[src/rtl/cfc_pkg.sv]
// Package for the CAN FD control and bit-timing block.
// Assumes one system clock and a word-wide register port from the host interface.
// Contract
// - Requested-mode field selects eight target modes
// - Current-mode field reports mode, resets configuration
// - Sleep reads configuration mode, oscillator disabled
// - Feature options writable only in configuration; rate-switch disable and wake filter time stay writable in any mode
// - Transmit queue enable reserves queue RAM
// - Store-events bit records transmitted messages
// - System error falls back per select
// - Gateway bit sends error indicator recessive
// - Retransmission limit bit honours attempt counts
// - Rate-switch disable suppresses data-phase switching
// - Activity flag reads one while busy
// - Wake filter enable and time select
// - Protocol exception: form error or integrating
// - ISO CRC bit selects stuff count, vector
// - Data filter bit count, codes above 18 invalid
// - Prescaler gives quantum of code plus one
// - Nominal segment lengths are code plus one
// - Data-phase segment lengths are code plus one
// - Delay compensation mode selects auto, manual, off
// - Signed offset, six-bit compensation value
// - Twelve-bit identifier enable uses reserved bit
package cfc_pkg;
  localparam logic [1:0] REG_CONTROL = 2'h0;
  localparam logic [1:0] REG_NOMINAL = 2'h1;
  localparam logic [1:0] REG_DATA = 2'h2;
  localparam logic [1:0] REG_TDC = 2'h3;
  localparam logic [31:0] CONTROL_RESET = 32'h0498_0760;
  localparam logic [31:0] NOMINAL_RESET = 32'h003E_0F0F;
  localparam logic [31:0] DATA_RESET = 32'h000E_0303;
  localparam logic [31:0] TDC_RESET = 32'h0002_1000;
  // Writable bits in any mode versus only in configuration mode
  localparam logic [31:0] CONTROL_FREE_MASK = 32'hFF00_1600;
  localparam logic [31:0] CONTROL_CFG_MASK = 32'h001F_017F;
  localparam logic [31:0] NOMINAL_MASK = 32'hFFFF_7F7F;
  localparam logic [31:0] DATA_MASK = 32'hFF1F_0F0F;
  localparam logic [31:0] TDC_MASK = 32'h0303_7F3F;
  localparam int ABORT_BIT = 27;
  localparam int REQ_LSB = 24;
  localparam int CUR_LSB = 21;
  localparam int BUSY_BIT = 11;
  localparam logic [4:0] FILTER_COUNT_MAX = 5'h12;
  localparam int QUEUE_BIT = 20;
  localparam int STORE_BIT = 19;
  localparam int FALLBACK_BIT = 18;
  localparam int GATEWAY_BIT = 17;
  localparam int RETX_BIT = 16;
  localparam int RATE_BIT = 12;
  localparam int WAKE_EN_BIT = 8;
  localparam int WAKE_T_LSB = 9;
  localparam int PXE_BIT = 6;
  localparam int ISO_BIT = 5;
  localparam int EXTRA_ID_BIT = 24;
  localparam int EDGE_BIT = 25;
  typedef enum logic [2:0] {
    MODE_NORMAL_FD = 3'h0,
    MODE_SLEEP = 3'h1,
    MODE_INT_LOOP = 3'h2,
    MODE_LISTEN = 3'h3,
    MODE_CONFIG = 3'h4,
    MODE_EXT_LOOP = 3'h5,
    MODE_CLASSIC = 3'h6,
    MODE_RESTRICTED = 3'h7
  } cfc_mode_t;
  typedef enum logic [1:0] {
    TDC_OFF = 2'h0,
    TDC_MANUAL = 2'h1,
    TDC_AUTO = 2'h2
  } cfc_tdc_t;
  typedef struct packed {
    logic [7:0] prescaler;
    logic [7:0] segOne;
    logic [6:0] segTwo;
    logic [6:0] jumpWidth;
  } cfc_nominal_t;
  typedef struct packed {
    logic [7:0] prescaler;
    logic [4:0] segOne;
    logic [3:0] segTwo;
    logic [3:0] jumpWidth;
  } cfc_data_t;
  typedef struct packed {
    logic txQueueEnable;
    logic storeTxEvents;
    logic syserrFallbackSelect;
    logic gatewayEsiMode;
    logic retxLimitEnable;
    logic rateSwitchDisable;
    logic wakeFilterEnable;
    logic [1:0] wakeFilterTime;
    logic protoExceptionDisable;
    logic isoCrcEnable;
    logic dataFilterEnable;
    logic [4:0] dataFilterBitCount;
    logic extraIdBitEnable;
    logic edgeFilterEnable;
  } cfc_options_t;
  typedef struct packed {
    logic [1:0] mode;
    logic signed [6:0] offset;
    logic [5:0] value;
  } cfc_delay_t;
endpackage : cfc_pkg

[src/rtl/cfc_core.sv]
// Control, mode handshake and bit-timing registers of the CAN FD controller.
// Assumes the host port gives one-cycle word strobes; protocol engine status is asynchronous.
`timescale 1ns/1ps
module cfc_core (
  // Clock and reset
  input wire logic mclk,
  input wire logic rst_n,
  // Register port
  input wire logic regWrite,
  input wire logic regRead,
  input wire logic [1:0] regIndex,
  input wire logic [31:0] regWdata,
  output logic [31:0] regRdata,
  // Protocol engine status
  input wire logic frameActive,
  input wire logic systemError,
  input wire logic txAbortDone,
  input wire logic wakeRequest,
  // Configuration outputs
  output cfc_pkg::cfc_options_t options,
  output cfc_pkg::cfc_nominal_t nominalTiming,
  output cfc_pkg::cfc_data_t dataTiming,
  output cfc_pkg::cfc_delay_t delayComp,
  output logic abortAllTx,
  output logic oscDisable,
  output logic [2:0] currentMode,
  output logic busy,
  // Quantum pulses
  output logic nominalQuantum,
  output logic nominalBit,
  output logic dataQuantum,
  output logic dataBit,
  // Frame-level decisions
  input wire logic msgEsi,
  input wire logic errorPassive,
  input wire logic msgRateSwitch,
  input wire logic fdfRecessive,
  input wire logic resRecessive,
  output logic esiRecessive,
  output logic doRateSwitch,
  output logic formError,
  output logic busIntegrate,
  output logic [15:0] crcInitVector,
  output logic stuffCountInCrc
);
  logic [31:0] control_q;
  logic [31:0] nominal_q;
  logic [31:0] data_q;
  logic [31:0] tdc_q;
  logic [2:0] mode_q;
  logic sleep_q;
  logic frameSync1_q;
  logic frameSync2_q;
  logic sysErrSync1_q;
  logic sysErrSync2_q;
  logic abortSync1_q;
  logic abortSync2_q;
  logic wakeSync1_q;
  logic wakeSync2_q;
  logic inConfig;
  logic writeControl;
  logic [2:0] requested;
  logic [31:0] control_d;
  // Status from the protocol side is treated as asynchronous
  always_ff @(posedge mclk) begin
    if (!rst_n) begin
      frameSync1_q <= 1'b0;
      frameSync2_q <= 1'b0;
      sysErrSync1_q <= 1'b0;
      sysErrSync2_q <= 1'b0;
      abortSync1_q <= 1'b0;
      abortSync2_q <= 1'b0;
      wakeSync1_q <= 1'b0;
      wakeSync2_q <= 1'b0;
    end else begin
      frameSync1_q <= frameActive;
      frameSync2_q <= frameSync1_q;
      sysErrSync1_q <= systemError;
      sysErrSync2_q <= sysErrSync1_q;
      abortSync1_q <= txAbortDone;
      abortSync2_q <= abortSync1_q;
      wakeSync1_q <= wakeRequest;
      wakeSync2_q <= wakeSync1_q;
    end
  end
  assign inConfig = (mode_q == cfc_pkg::MODE_CONFIG) && !sleep_q;
  assign writeControl = regWrite && (regIndex == cfc_pkg::REG_CONTROL);
  assign requested = control_q[cfc_pkg::REQ_LSB +: 3];
  always_comb begin
    control_d = control_q;
    if (writeControl) begin
      control_d = (control_q & ~cfc_pkg::CONTROL_FREE_MASK) |
                  (regWdata & cfc_pkg::CONTROL_FREE_MASK);
      if (inConfig) begin
        control_d = (control_d & ~cfc_pkg::CONTROL_CFG_MASK) |
                    (regWdata & cfc_pkg::CONTROL_CFG_MASK);
      end
    end
    if (abortSync2_q && control_q[cfc_pkg::ABORT_BIT]) begin
      control_d[cfc_pkg::ABORT_BIT] = 1'b0;
    end
    // The hardware clear wins over a write of one to a set flag in the same cycle
    if (writeControl && regWdata[cfc_pkg::ABORT_BIT] && !control_q[cfc_pkg::ABORT_BIT]) begin
      control_d[cfc_pkg::ABORT_BIT] = 1'b1;
    end
    if (sysErrSync2_q && !inConfig && !sleep_q) begin
      control_d[cfc_pkg::REQ_LSB +: 3] = control_q[cfc_pkg::FALLBACK_BIT] ?
          cfc_pkg::MODE_LISTEN : cfc_pkg::MODE_RESTRICTED;
    end
    // Wake from sleep returns to configuration
    if (sleep_q && wakeSync2_q) begin
      control_d[cfc_pkg::REQ_LSB +: 3] = cfc_pkg::MODE_CONFIG;
    end
  end
  always_ff @(posedge mclk) begin
    if (!rst_n) begin
      control_q <= cfc_pkg::CONTROL_RESET;
    end else begin
      control_q <= control_d;
    end
  end
  always_ff @(posedge mclk) begin
    if (!rst_n) begin
      nominal_q <= cfc_pkg::NOMINAL_RESET;
    end else if (regWrite && regIndex == cfc_pkg::REG_NOMINAL && inConfig) begin
      nominal_q <= regWdata & cfc_pkg::NOMINAL_MASK;
    end
  end
  always_ff @(posedge mclk) begin
    if (!rst_n) begin
      data_q <= cfc_pkg::DATA_RESET;
    end else if (regWrite && regIndex == cfc_pkg::REG_DATA && inConfig) begin
      data_q <= regWdata & cfc_pkg::DATA_MASK;
    end
  end
  always_ff @(posedge mclk) begin
    if (!rst_n) begin
      tdc_q <= cfc_pkg::TDC_RESET;
    end else if (regWrite && regIndex == cfc_pkg::REG_TDC && inConfig) begin
      tdc_q <= regWdata & cfc_pkg::TDC_MASK;
    end
  end
  always_ff @(posedge mclk) begin
    if (!rst_n) begin
      mode_q <= cfc_pkg::MODE_CONFIG;
      sleep_q <= 1'b0;
    end else if (!frameSync2_q && requested != mode_q && !(sleep_q && !wakeSync2_q)) begin
      if (requested == cfc_pkg::MODE_SLEEP) begin
        sleep_q <= 1'b1;
        mode_q <= cfc_pkg::MODE_CONFIG;
      end else begin
        sleep_q <= 1'b0;
        mode_q <= requested;
      end
    end else if (sleep_q && wakeSync2_q) begin
      sleep_q <= 1'b0;
    end
  end
  assign currentMode = mode_q;
  assign oscDisable = sleep_q;
  assign busy = frameSync2_q && !inConfig && !sleep_q;
  assign abortAllTx = control_q[cfc_pkg::ABORT_BIT];
  always_ff @(posedge mclk) begin
    if (!rst_n) begin
      regRdata <= 32'h0000_0000;
    end else if (regRead) begin
      unique case (regIndex)
        cfc_pkg::REG_CONTROL: begin
          regRdata <= {control_q[31:24], currentMode, control_q[20:12], busy,
                       control_q[10:0]};
        end
        cfc_pkg::REG_NOMINAL: regRdata <= nominal_q;
        cfc_pkg::REG_DATA: regRdata <= data_q;
        cfc_pkg::REG_TDC: regRdata <= tdc_q;
      endcase
    end
  end
  always_comb begin
    options.txQueueEnable = control_q[cfc_pkg::QUEUE_BIT];
    options.storeTxEvents = control_q[cfc_pkg::STORE_BIT];
    options.syserrFallbackSelect = control_q[cfc_pkg::FALLBACK_BIT];
    options.gatewayEsiMode = control_q[cfc_pkg::GATEWAY_BIT];
    options.retxLimitEnable = control_q[cfc_pkg::RETX_BIT];
    options.rateSwitchDisable = control_q[cfc_pkg::RATE_BIT];
    options.wakeFilterEnable = control_q[cfc_pkg::WAKE_EN_BIT];
    options.wakeFilterTime = control_q[cfc_pkg::WAKE_T_LSB +: 2];
    options.protoExceptionDisable = control_q[cfc_pkg::PXE_BIT];
    options.isoCrcEnable = control_q[cfc_pkg::ISO_BIT];
    options.dataFilterEnable = control_q[4:0] != 5'h00;
    options.dataFilterBitCount = (control_q[4:0] > cfc_pkg::FILTER_COUNT_MAX) ?
        cfc_pkg::FILTER_COUNT_MAX : control_q[4:0];
    options.extraIdBitEnable = tdc_q[cfc_pkg::EXTRA_ID_BIT];
    options.edgeFilterEnable = tdc_q[cfc_pkg::EDGE_BIT];
  end
  assign nominalTiming = {nominal_q[31:16], nominal_q[14:8], nominal_q[6:0]};
  assign dataTiming = {data_q[31:24], data_q[20:16], data_q[11:8], data_q[3:0]};
  // compensation mode, reserved code 3 passed through unchanged
  assign delayComp = {tdc_q[17:16], tdc_q[14:8], tdc_q[5:0]};
  assign esiRecessive = options.gatewayEsiMode ? (msgEsi || errorPassive) : errorPassive;
  assign doRateSwitch = msgRateSwitch && !options.rateSwitchDisable;
  assign formError = fdfRecessive && resRecessive && options.protoExceptionDisable;
  assign busIntegrate = fdfRecessive && resRecessive && !options.protoExceptionDisable;
  // CRC vector and stuff count; non-zero vector is the top bit
  assign crcInitVector = options.isoCrcEnable ? 16'h8000 : 16'h0000;
  assign stuffCountInCrc = options.isoCrcEnable;
  // nominal bit length is one sync plus segments
  cfc_quantum #(.PW(8), .SW(9)) nominalTimer (
    .mclk(mclk),
    .rst_n(rst_n),
    .enable(!inConfig && !sleep_q),
    .prescaler(nominalTiming.prescaler),
    .bitQuanta(10'(nominalTiming.segOne) + 10'(nominalTiming.segTwo) + 10'h003),
    .quantumTick(nominalQuantum),
    .bitTick(nominalBit)
  );
  cfc_quantum #(.PW(8), .SW(6)) dataTimer (
    .mclk(mclk),
    .rst_n(rst_n),
    .enable(!inConfig && !sleep_q),
    .prescaler(dataTiming.prescaler),
    .bitQuanta(7'(dataTiming.segOne) + 7'(dataTiming.segTwo) + 7'h03),
    .quantumTick(dataQuantum),
    .bitTick(dataBit)
  );
endmodule : cfc_core

[src/rtl/cfc_quantum.sv]
// Time-quantum and bit-length counter for one phase.
// Assumes the caller holds the lengths steady while enabled.
`timescale 1ns/1ps
module cfc_quantum #(
  parameter int PW = 8,
  parameter int SW = 8
) (
  // Clock and reset
  input wire logic mclk,
  input wire logic rst_n,
  // Configuration
  input wire logic enable,
  input wire logic [PW-1:0] prescaler,
  input wire logic [SW:0] bitQuanta,
  // Timing pulses
  output logic quantumTick,
  output logic bitTick
);
  logic [PW-1:0] preCnt_q;
  logic [SW:0] qCnt_q;
  always_ff @(posedge mclk) begin
    if (!rst_n || !enable) begin
      preCnt_q <= '0;
    end else if (preCnt_q == prescaler) begin
      preCnt_q <= '0;
    end else begin
      preCnt_q <= preCnt_q + 1'b1;
    end
  end
  always_ff @(posedge mclk) begin
    if (!rst_n || !enable) begin
      qCnt_q <= '0;
    end else if (preCnt_q == prescaler) begin
      qCnt_q <= (qCnt_q == bitQuanta - 1'b1) ? '0 : qCnt_q + 1'b1;
    end
  end
  assign quantumTick = enable && (preCnt_q == prescaler);
  assign bitTick = quantumTick && (qCnt_q == bitQuanta - 1'b1);
endmodule : cfc_quantum

[config.mk]
export PLATFORM = sky130hd
export DESIGN_NAME = cfc_core
export DESIGN_NICKNAME = d
export VERILOG_FILES = /design/src/rtl/cfc_pkg.sv /design/src/rtl/cfc_core.sv /design/src/rtl/cfc_quantum.sv
export SDC_FILE = /design/constraint.sdc
export NUM_CORES = 1
export LEC_CHECK = 0
export BUFFER_PORTS_ARGS = -buffer_cell sky130_fd_sc_hd__buf_2
export CAP_MARGIN = 20
export CELL_PAD_IN_SITES_DETAIL_PLACEMENT = 1
export CELL_PAD_IN_SITES_GLOBAL_PLACEMENT = 2
export CORE_MARGIN = 5
export CORE_UTILIZATION = 33
export CTS_CLUSTER_SIZE = 8
export DETAILED_ROUTE_END_ITERATION = 10
export PLACE_DENSITY = 0.88
export SLEW_MARGIN = 5
export SYNTH_ARGS = -nofsm -noshare
export SYNTH_HDL_FRONTEND = slang
export SYNTH_HIERARCHICAL = 1
export SYNTH_SLANG_ARGS = --single-unit
[constraint.sdc]
create_clock -name mclk -period 4.7 [get_ports mclk]
set_input_delay 0.47 -clock mclk [delete_from_list [all_inputs] [get_ports mclk]]
set_output_delay 0.47 -clock mclk [all_outputs]
set_load 0.01 [all_outputs]
* Word-level counts from Yosys, hierarchy flattened
Index checks and enable logic that the tools add are counted.
Widths: inputs -> output; s select.
** Word-level totals
- Flip-flop bits (word level) :: 177
** Cells by class
- Add/sub/neg operators :: 10
- $lt $le $gt $ge :: 1
- Eq/ne operators :: 10
- Muxes and demuxes :: 16
- Bitwise logic cells :: 3
- Reductions and logical operators :: 48
** Operators with widths (count)
- $pmux 32 s4 :: 1
- $mux 32 :: 1
- $or 24x32->32 :: 1
- $or 32x21->32 :: 1
- $logic_and 1x1->1 :: 28
- $mux 28 :: 1
- $add 8x1->8 const B :: 2
- $eq 8x8->1 :: 2
- $mux 16 :: 1
- $add 10x1->10 const B :: 1
- $add 9x2->10 const B :: 1
- $eq 10x10->1 :: 1
- $logic_not 1->1 :: 10
- $mux 10 :: 1
- $sub 10x1->10 const B :: 1
- $add 8x7->9 :: 1
- $mux 3 :: 3
- $add 6x2->7 const B :: 1
- $add 7x1->7 const B :: 1
- $eq 7x7->1 :: 1
- $mux 7 :: 1
- $sub 7x1->7 const B :: 1
- $add 5x4->6 :: 1
- $mux 1 :: 6
- 14 further kinds :: 19

* Logic depth before layout (Yosys ltp)
Gate-level depths: netlist (run 1).
- Depth in word-level cells :: 7
- Depth in mapped cells :: 16
- Gate-level depth less buffers :: 16

* Hierarchy
Netlist (run 1), hierarchy kept.
** Modules (own cells, without submodules)
- cfc_core :: instances 1, cells an instance 694, area an instance 6429.9 µm², seq. area each 2682.6 µm²
- cfc_quantum (nominalTimer) :: instances 1, cells an instance 164, area an instance 1301.2 µm², seq. area each 360.3 µm²
- cfc_quantum (dataTimer) :: instances 1, cells an instance 107, area an instance 983.4 µm², seq. area each 300.3 µm²

* Least setup slack after synthesis (run 1)
OpenSTA, ideal clock, no wires.
- Path type :: register -> output
- Start :: register nominal_q[9]
- End :: output port nominalBit
- Arrival time :: 3.092 ns
- Data required time :: 4.230 ns
- Setup slack :: 1.138 ns
- Cell stages (with the launch flop) :: 16
- Path through :: dfxtp_1 inv_1 ha_1 inv_1 ha_1 inv_1 fa_1 nand2b_1 a21oi_1 a21oi_1 or4_4 or3_1 a21oi_1 o21ai_2 nand2_1 and3_1
** On the way
- Longest elaborated chain between the ends :: 5
** RTL lines
- start: declaration :: line cfc_core.sv:47 : logic [31:0] nominal_q;
- start signal: assignment :: line cfc_core.sv:124 : nominal_q <= cfc_pkg::NOMINAL_RESET;
- start signal: assignment :: line cfc_core.sv:126 : nominal_q <= regWdata & cfc_pkg::NOMINAL_MASK;
- $add 8x7->9 :: line cfc_core.sv:212 : .bitQuanta(10'(nominalTiming.segOne) + 10'(nominalTiming.segTwo) + 10'h003),
- $add 9x2->10 :: line cfc_core.sv:212
- $sub 10x1->10 :: line cfc_quantum.sv:38 : assign bitTick = quantumTick && (qCnt_q == bitQuanta - 1'b1);
- $eq 10x10->1 :: line cfc_quantum.sv:38
- $logic_and 1x1->1 :: line cfc_quantum.sv:38
- end: declaration :: line cfc_core.sv:30 : output logic nominalBit,
Every way passes these cells.

* Worst setup path in the final report (run 1)
Ends and elaborated chain as after synthesis.

==> summary.md, run 1 <==
| Metric | Value |
|---|---|
| Final #Nets | `1,183` |
| Initial Util | `33.44%` |
| Clock slew at reported path FFs | `80 ps` |
| WS Path Type | `register to output port` |
| Startpoint types | `register` |
| Post-Route WL | `roughly 28,000 µm` |
| Critical path capture point type | `output port` |
| Final core occ | `39.51%` |
| P&R area growth vs syn | `18.15%` |
| Largest net degree at the start of global routing | `81` |
| Share of layout cells above drive strength 1 | `22.00%` |
| Status | `complete, no violations` |
| Port bufs | `175` |
| Tot GR Track Use | `18.18%` |
| PwrDens | `348.2 nW/µm²` |
| Worst Path Max Fanout | `4` |
| Routability cong. | `between 0.8 and 0.9` |
| Avg Cell Area, Syn | `9.031 µm²` |
| Worst vdd ir | `approximately 0.23 mV` |
| Fillcell total | `between 3k and 4k` |
| CTS tree | `done` |
| Final min period | `about 4400 ps` |
| Switch share | `between 20% and 30%` |
| Fmax achieved | `0.2288 GHz` |
| Die W | `172.5 µm` |
| Fin worst setup slack | `329.4 ps` |
| Most common cell after layout, fill and taps aside | `buf_2` |
| Grt total ovfl | `0` |
| Sequential share of the synthesized area | `38.36%` |
| Worst rel slew slack | `24.97%` |
| Initial antenna violation count | `1` |
| Seq pwr share | `a little over two fifths` |
| CTS root buffer | `clkbuf_16` |
| Syn Std Cell Area | `roughly 8700 µm²` |
| P_sw | `about 0.0011 W` |
| DRT Pass-1 Iters | `5` |
| Mapped Cells | `965` |
| Commonest non-fill, non-tap cells in the layout | `buf_2, dfxtp_1, nand2_1` |
| DRT iter0 DRCs | `341` |
| H-Tree Depth | `4` |
| Antenna Violating Nets Remaining | `0` |
| Bufs on Longest Clock Path | `2` |
| Setup Viol. Count Final | `0` |
| First-pass GRT wire length | `43,820 µm` |
| DR vias | `7,385` |
| R2r setup slk | `760 ps` |
| Setup Skew | `26.97 ps` |
| Vias per inst | `a little over 5` |
| Vias in the first global route | `7,661` |
| Fin cells | `1,454` |
| Clock sinks | `167` |
| Number of synthesized flops with an enable pin | `0` |
| Die height | `172.5 µm` |
| Worst-Skew Late Latency | `440 ps` |
| Ys Warns | `6` |
| Fraction of registers with async set or reset after synthesis | `0%` |
| Int Pwr | `0.002534 W` |
| # IOs | `roughly 200` |
| Clk pwr share | `40.5%` |
| Synth cell types | `62` |
| Yosys reg bits | `167` |
| Worst EP arrival | `3900 ps` |
| Hold WC Path Type | `primary input to register` |
| Final Cycle Share | `92.99%` |
| Die area | `29,760 µm²` |
| Slew Limit Fails | `0` |
| Detail Placement HPWL | `20,500 µm` |
| Slew @ Worst Pin | `approximately 1100 ps` |
| Wire per inst | `between 15 and 20 µm` |
| RSZ-0062 raised after global routing | `false` |
| Final hold violations | `0` |
| DRC viols | `0` |
| Row count | `59` |
| Worst path required time | `4230 ps` |
| Dpl cells | `approximately 1.4k` |
| Setup WS pre-CTS | `806.0 ps` |
| Post_cts resized | `0` |
| Setup tns final | `0 ps` |
| Total core area | `26,060 µm²` |
| Gate power share | `~17%` |
| Top_reg_cell synth | `dfxtp_1` |
| CTS Hold Bufs | `0` |
| Number of max-cap violations | `0` |
| Post-CTS Repair Setup Buffers | `0` |
| Leakage | `4.594 nW` |
| Num CTS Buffers | `17` |
-- worst paths after layout --
kind,to,cells after the start,from
worst min-delay path,sysErrSync1_q,2,systemError
worst min register to register,frameSync2_q,1,frameSync1_q
worst max-delay path,nominalBit,16,nominal_q[9]
worst max register to register,nominalTimer/qCnt_q[5],15,nominal_q[9]
-- final cells by class --
type	instances	area (µm²)	share of cell area, %
Multi-Input combinational cell	697	4833	46.94
Sequential cell	167	3343	32.47
Timing Repair Buffer	186	960.9	9.333
Clock buffer	19	442.9	4.302
Tap cell	335	419.2	4.071
Clock inverter	12	155.1	1.507
Inverter	37	138.9	1.349
Antenna cell	1	2.502	0.02430
-- stage by stage --
| stage | instance area [µm²] | hold WS [ps] | power (W) |
|---|---|---|---|
| 2_1_floorplan | 8782 | 411.9 | 0.001980 |
| 3_3_place_gp | 9696 | 414.1 | 0.002145 |
| 3_5_place_dp | 9696 | 428.7 | 0.002168 |
| 4_1_cts | 10290 | 217.6 | 0.003619 |
| 5_1_grt | 10290 | 216.6 | 0.003744 |
| 6_report | 10300 | 223.9 | 0.003585 |
-- per-layer routing --
metal / part of all wire, % / track usage (%) / routed length (µm) / vias up
li1: - / - / - / 3558
met1: 45 / 22.94 / 12600 / 3658
met2: 49 / 31.67 / 13700 / 136
met3: 3.8 / 3.797 / 1061 / 31
met4: 1.7 / 4.556 / 473 / 2
met5: 0.040 / 0 / 11 / -
-- Yosys cell counts, types with 2 or more instances --
cell type	number	area, µm²
mux2_2	2	22.52
nand4_1	13	81.33
mux4_2	11	247.7
dfxtp_1	167	3343
fa_1	2	40.04
inv_1	37	138.9
and4_1	4	35.03
nor4_2	2	25.02
mux2i_1	67	670.6
a211oi_1	9	67.56
ha_1	28	350.3
buf_4	32	240.2
o211a_1	12	120.1
xor2_1	34	297.8
nor4_1	9	56.30
nor2_1	42	157.7
buf_2	16	80.08
nor3b_1	3	22.52
nand2_1	150	563.0
o22ai_1	10	62.56
clkbuf_1	32	120.1
xnor2_1	29	254.0
o21ai_0	10	50.05
a31oi_1	5	31.28
nor2b_1	42	262.8
and3_1	15	93.84
a21oi_1	9	45.04
a31o_2	2	17.52
nor3_1	4	20.02
a21boi_0	38	285.3
o211ai_1	21	157.7
nor4b_1	2	17.52
or3_1	5	31.28
and2_1	20	125.1
nand3_1	44	220.2
nand2b_1	5	31.28
a21o_1	7	52.55
-- logic make-up after synthesis --
group | count (synthesis) | share of synthesized area (%)
and+or+nand+nor | 375 | 21.75
AOI/OAI and AO/OA | 130 | 11.29
adders and majority gates | 30 | 4.480
DFF | 167 | 38.36
buffers and inverters | 119 | 6.949
other | 1 | 0.04303
xor gates and xnor gates | 63 | 6.332
muxes | 80 | 10.80
-- worst max-delay path: stages (launching register included) --
cell      delay [ps]
dfxtp_1          350
inv_1             80
ha_1             290
inv_1             60
ha_1             180
inv_1             60
fa_1             410
nand2b_1         190
a21oi_1          220
a21oi_1          140
or4_4            510
or3_1            320
a21oi_1          180
o21ai_2          110
nand2_1           80
and3_1           180
buf_2            140
-- registers in the layout, indices dropped and copies added, names as in the netlist --
name                   cells
tdc_q                     17
dataTimer/qCnt_q           7
abortSync2_q               1
nominalTimer/preCnt_q      8
currentMode                3
frameSync1_q               1
wakeSync2_q                1
wakeSync1_q                1
dataTimer/preCnt_q         8
oscDisable                 1
nominal_q                 30
nominalTimer/qCnt_q       10
frameSync2_q               1
control_q                 24
regRdata                  30
data_q                    21
abortSync1_q               1
sysErrSync2_q              1
sysErrSync1_q              1
-- power by group through the flow --
stage          clock network, W  registers, W  logic (W)
6_report                0.00145       0.00151   0.000623
5_1_grt                 0.00154       0.00152   0.000684
4_1_cts                 0.00148       0.00151   0.000626
3_5_place_dp                  0       0.00154   0.000624
3_3_place_gp                  0       0.00154   0.000603
2_1_floorplan                 0       0.00155   0.000434
No activity file was read; power rests on OpenSTA's default activity.
==> run 2: changes to the inputs <==
--- a/config.mk
+++ b/config.mk
@@ -10,10 +10,10 @@
 export CELL_PAD_IN_SITES_DETAIL_PLACEMENT = 1
 export CELL_PAD_IN_SITES_GLOBAL_PLACEMENT = 2
 export CORE_MARGIN = 5
-export CORE_UTILIZATION = 33
+export CORE_UTILIZATION = 30
 export CTS_CLUSTER_SIZE = 8
 export DETAILED_ROUTE_END_ITERATION = 10
-export PLACE_DENSITY = 0.88
+export PLACE_DENSITY = 0.84
 export SLEW_MARGIN = 5
 export SYNTH_ARGS = -nofsm -noshare
 export SYNTH_HDL_FRONTEND = slang
==> constraint.sdc (replaced) <==
create_clock -name mclk -period 3.7 [get_ports mclk]
set_input_delay 0.37 -clock mclk [delete_from_list [all_inputs] [get_ports mclk]]
set_output_delay 0.37 -clock mclk [all_outputs]
set_load 0.01 [all_outputs]
==> run 2 against run 1 <==
  * Largest power group unchanged
  * Design area grew 5.2%
  * Cell count rose by 5.3%
  * Sequential power increased by 27%
  * Clock skew up 6.3 ps
  * Count of clock-buffer cells in the layout stayed put
  * Register-to-register slack worse by 510 ps
  * Utilization decreased by 1.8 points
  * Die area increased by 9.4%
  * Non-clock buffer count up 27
  * The flow now finishes with violations (setup timing)
  * Critical path depth shrank 3
  * Sequential share of layout area decreased by 1.4 points
==> summary.md, run 2 (synthesis results as in run 1) <==
| Metric | Value |
|---|---|
| Most common cell after layout, fill and taps aside | `buf_2 (unchanged)` |
| Die W | `180.4 µm (was 172.5 µm)` |
| First-pass GRT wire length | `45,290 µm (was 43,820 µm)` |
| Critical path capture point type | `output port (unchanged)` |
| Final hold violations | `0 (unchanged)` |
| Antenna Violating Nets Remaining | `0 (unchanged)` |
| # IOs | `195 (unchanged)` |
| Setup Viol. Count Final | `1 (was 0)` |
| Fin cells | `1,531 (was 1,454)` |
| Startpoint types | `register (unchanged)` |
| Status | `finished with violations (was complete, no violations)` |
| Grt total ovfl | `0 (unchanged)` |
| Wire per inst | `18.91 µm (was 19.15 µm)` |
| Routability cong. | `0.8503 (was 0.8416)` |
| WS Path Type | `register to output port (unchanged)` |
| R2r startpoint | `nominal_q[10] (was nominal_q[9])` |
| Worst EP arrival | `3410 ps (was 3900 ps)` |
| CTS Hold Bufs | `0 (unchanged)` |
| Die height | `180.4 µm (was 172.5 µm)` |
| CTS root buffer | `clkbuf_16 (unchanged)` |
| Final Cell Area | `10,830 µm² (was 10,300 µm²)` |
| Hold WC Path Type | `primary input to register (unchanged)` |
| Clock sinks | `167 (unchanged)` |
| Dpl cell area | `9897 µm² (was 9696 µm²)` |
| Commonest non-fill, non-tap cells in the layout | `buf_2, dfxtp_1, nand2_1 (unchanged)` |
| Worst Path Max Fanout | `4 (unchanged)` |
| R2r setup slk | `250 ps (was 760 ps)` |
| Worst reg2reg path depth | `13 (was 15)` |
| Final #Nets | `1,210 (was 1,183)` |
| Vias per inst | `4.894 (was 5.079)` |
| Switch share | `29.80% (was 29.31%)` |
| Final min period | `between 3000 and 4000 ps` |
| Dpl cells | `1,488 (was 1,422)` |
| Register Area | `3359 µm² (was 3343 µm²)` |
| Slew @ Worst Pin | `762.7 ps (was 1122 ps)` |
| Initial antenna violation count | `2 (was 1)` |
| Detail Placement HPWL | `21,210 µm (was 20,500 µm)` |
| Worst R2R End | `nominalTimer/qCnt_q[0] (was nominalTimer/qCnt_q[5])` |
| Worst Hold Launch | `systemError (unchanged)` |
| Initial Util | `30.36% (was 33.44%)` |
| Worst hold endpoint | `sysErrSync1_q (unchanged)` |
| Number of max-cap violations | `0 (unchanged)` |
| CP cell instances | `ha_4, ha_1, a21o_1, a211oi_2, o21bai_2, xor2_2, or4_4, or3_4, a21oi_4, o21ai_2, nand2_1, and3_4, buf_6 (was inv_1, ha_1, inv_1, ha_1, inv_1, fa_1, nand2b_1, a21oi_1, a21oi_1, or4_4, or3_1, a21oi_1, o21ai_2, nand2_1, and3_1, buf_2)` |
| Critical Path Max Stage Delay | `440 ps (was 510 ps)` |
| Hold path depth | `2 (unchanged)` |
| Die area | `32,560 µm² (was 29,760 µm²)` |
| Worst vdd ir | `0.2609 mV (was 0.2294 mV)` |
| P_sw | `0.001393 W (was 0.001051 W)` |
| Slew Limit Fails | `0 (unchanged)` |
| Setup Skew | `33.30 ps (was 26.97 ps)` |
| Slowest-stage cell, CP | `or4_4 (unchanged)` |
| Port bufs | `175 (unchanged)` |
| DRC viols | `0 (unchanged)` |
| Footprint of the multi-input gates | `5049 µm² (was 4833 µm²)` |
| H-Tree Depth | `4 (unchanged)` |
| P&R area growth vs syn | `24.24% (was 18.15%)` |
| Clk pwr share | `39.7% (was 40.5%)` |
| Largest registers | `nominal_q x30, regRdata x30, control_q x24 (unchanged)` |
| Leakage | `4.740 nW (was 4.594 nW)` |
| Fin worst setup slack | `-75.04 ps (was 329.4 ps)` |
| Worst rel slew slack | `49.16% (was 24.97%)` |
| Vias in the first global route | `7,821 (was 7,661)` |
| Largest net degree at the start of global routing | `54 (was 81)` |
| Tot GR Track Use | `17.41% (was 18.18%)` |
| Seq pwr share | `41.0% (was 42.1%)` |
| Failing checks | `setup timing` |
| Fmax achieved | `between 0.2 and 0.3 GHz` |
| CP top delay family | `simple AND/OR/NAND/NOR gates (unchanged)` |
| Post-Route WL | `28,960 µm (was 27,840 µm)` |
| Clock slew at reported path FFs | `70 ps (was 80 ps)` |
| DR vias | `7,492 (was 7,385)` |
| Gate power share | `19.3% (was 17.4%)` |
| Int Pwr | `0.003281 W (was 0.002534 W)` |
| Worst-Skew Late Latency | `450 ps (was 440 ps)` |
| Total core area | `28,700 µm² (was 26,060 µm²)` |
| Worst hold slack | `121.5 ps (was 223.9 ps)` |
| Bufs on Longest Clock Path | `2 (unchanged)` |
| RSZ-0062 raised after global routing | `true (was false)` |
| DRT Pass-1 Iters | `4 (was 5)` |
| Num CTS Buffers | `17 (unchanged)` |
| Worst path required time | `3330 ps (was 4230 ps)` |
| Setup tns final | `-75.04 ps (was 0 ps)` |
| Share of layout cells above drive strength 1 | `28.10% (was 22.00%)` |
| Final Cycle Share | `102.0%` |
| Row count | `62 (was 59)` |
| CTS tree | `done (unchanged)` |
| PwrDens | `431.7 nW/µm² (was 348.2 nW/µm²)` |
| Fillcell total | `3,404 (was 3,085)` |
| Worst Path Buf+Inv | `1 (was 4)` |
| DRT iter0 DRCs | `415 (was 341)` |
-- run 2: cell types whose count changed in the layout (fill, tap and decap cells not counted), moves of 5 or more --
cell	previous run	this run
buf_4	12	37
dfxtp_2	0	10
ha_4	0	5
dfxtp_1	167	156
ha_1	28	22
inv_2	0	9
inv_1	37	28
-- run 2: worst reg2reg max path, cell delays in order, from the launching register on --
cell	delay, ps
dfxtp_4	360
ha_4	220
ha_1	290
a21o_1	190
a211oi_2	210
o21bai_2	110
xor2_2	180
or4_4	440
or3_4	350
a21oi_4	160
o21ai_2	70
buf_4	170
a211oi_1	390
o22ai_1	150
-- run 2: power by group through the flow --
stage / combinational (W) / clock (W) / sequential (W)
6_report: 0.000901 / 0.00186 / 0.00192
5_1_grt: 0.000986 / 0.00198 / 0.00193
4_1_cts: 0.000859 / 0.00190 / 0.00192
3_3_place_gp: 0.000791 / 0 / 0.00196
2_1_floorplan: 0.000551 / 0 / 0.00196
3_5_place_dp: 0.000810 / 0 / 0.00196
-- run 2: worst max-delay path by stage --
| stage | startpoint | endpoint | cells after the start |
|---|---|---|---|
| 3_3_place_gp | nominal_q[9] | nominalBit | 16 |
| 3_5_place_dp | nominal_q[9] | nominalBit | 16 |
| 6_report | nominal_q[10] | nominalBit | 13 |
| 2_1_floorplan | nominal_q[9] | nominalTimer/qCnt_q[2] | 15 |
| 4_1_cts | nominal_q[9] | nominalBit | 16 |
| 5_1_grt | nominal_q[17] | nominalBit | 15 |
-- run 2: per-layer routing --
layer | track usage (%) | vias up | wire [µm]
met1 | 23.08 | 3682 | 13510
li1 | - | 3611 | -
met5 | 0 | - | 11
met2 | 28.74 | 171 | 13710
met3 | 3.714 | 26 | 1155
met4 | 4.961 | 2 | 567
-- run 2: final cells by class --
cell class / count / share of cell area, %
antenna: 1 / 0.02311
clock buffer: 19 / 4.091
clock inverter: 13 / 1.491
inverter: 37 / 1.283
multi-input combinational: 697 / 46.63
sequential: 167 / 31.03
tap: 384 / 4.438
timing repair buffer: 213 / 11.01
-- run 2: through the flow --
stage / total power [W] / util, % / setup slack [ps]
5_1_grt: 0.004886 / 37.72 / -226.1
6_report: 0.004674 / 37.72 / -75.04
4_1_cts: 0.004674 / 37.16 / -182.5
3_5_place_dp: 0.002767 / 34.48 / 39.42
3_3_place_gp: 0.002747 / 34.48 / 89.44
2_1_floorplan: 0.002515 / - / 193.0
-- run 2: timing repair --
item / in CTS / in global routing
buffers inserted: 8 / 2
pin swaps: 19 / 19
gates resized for setup: 30 / 31
setup endpoints to repair: 2 / 12
endpoints found under the hold margin: 0 / 0
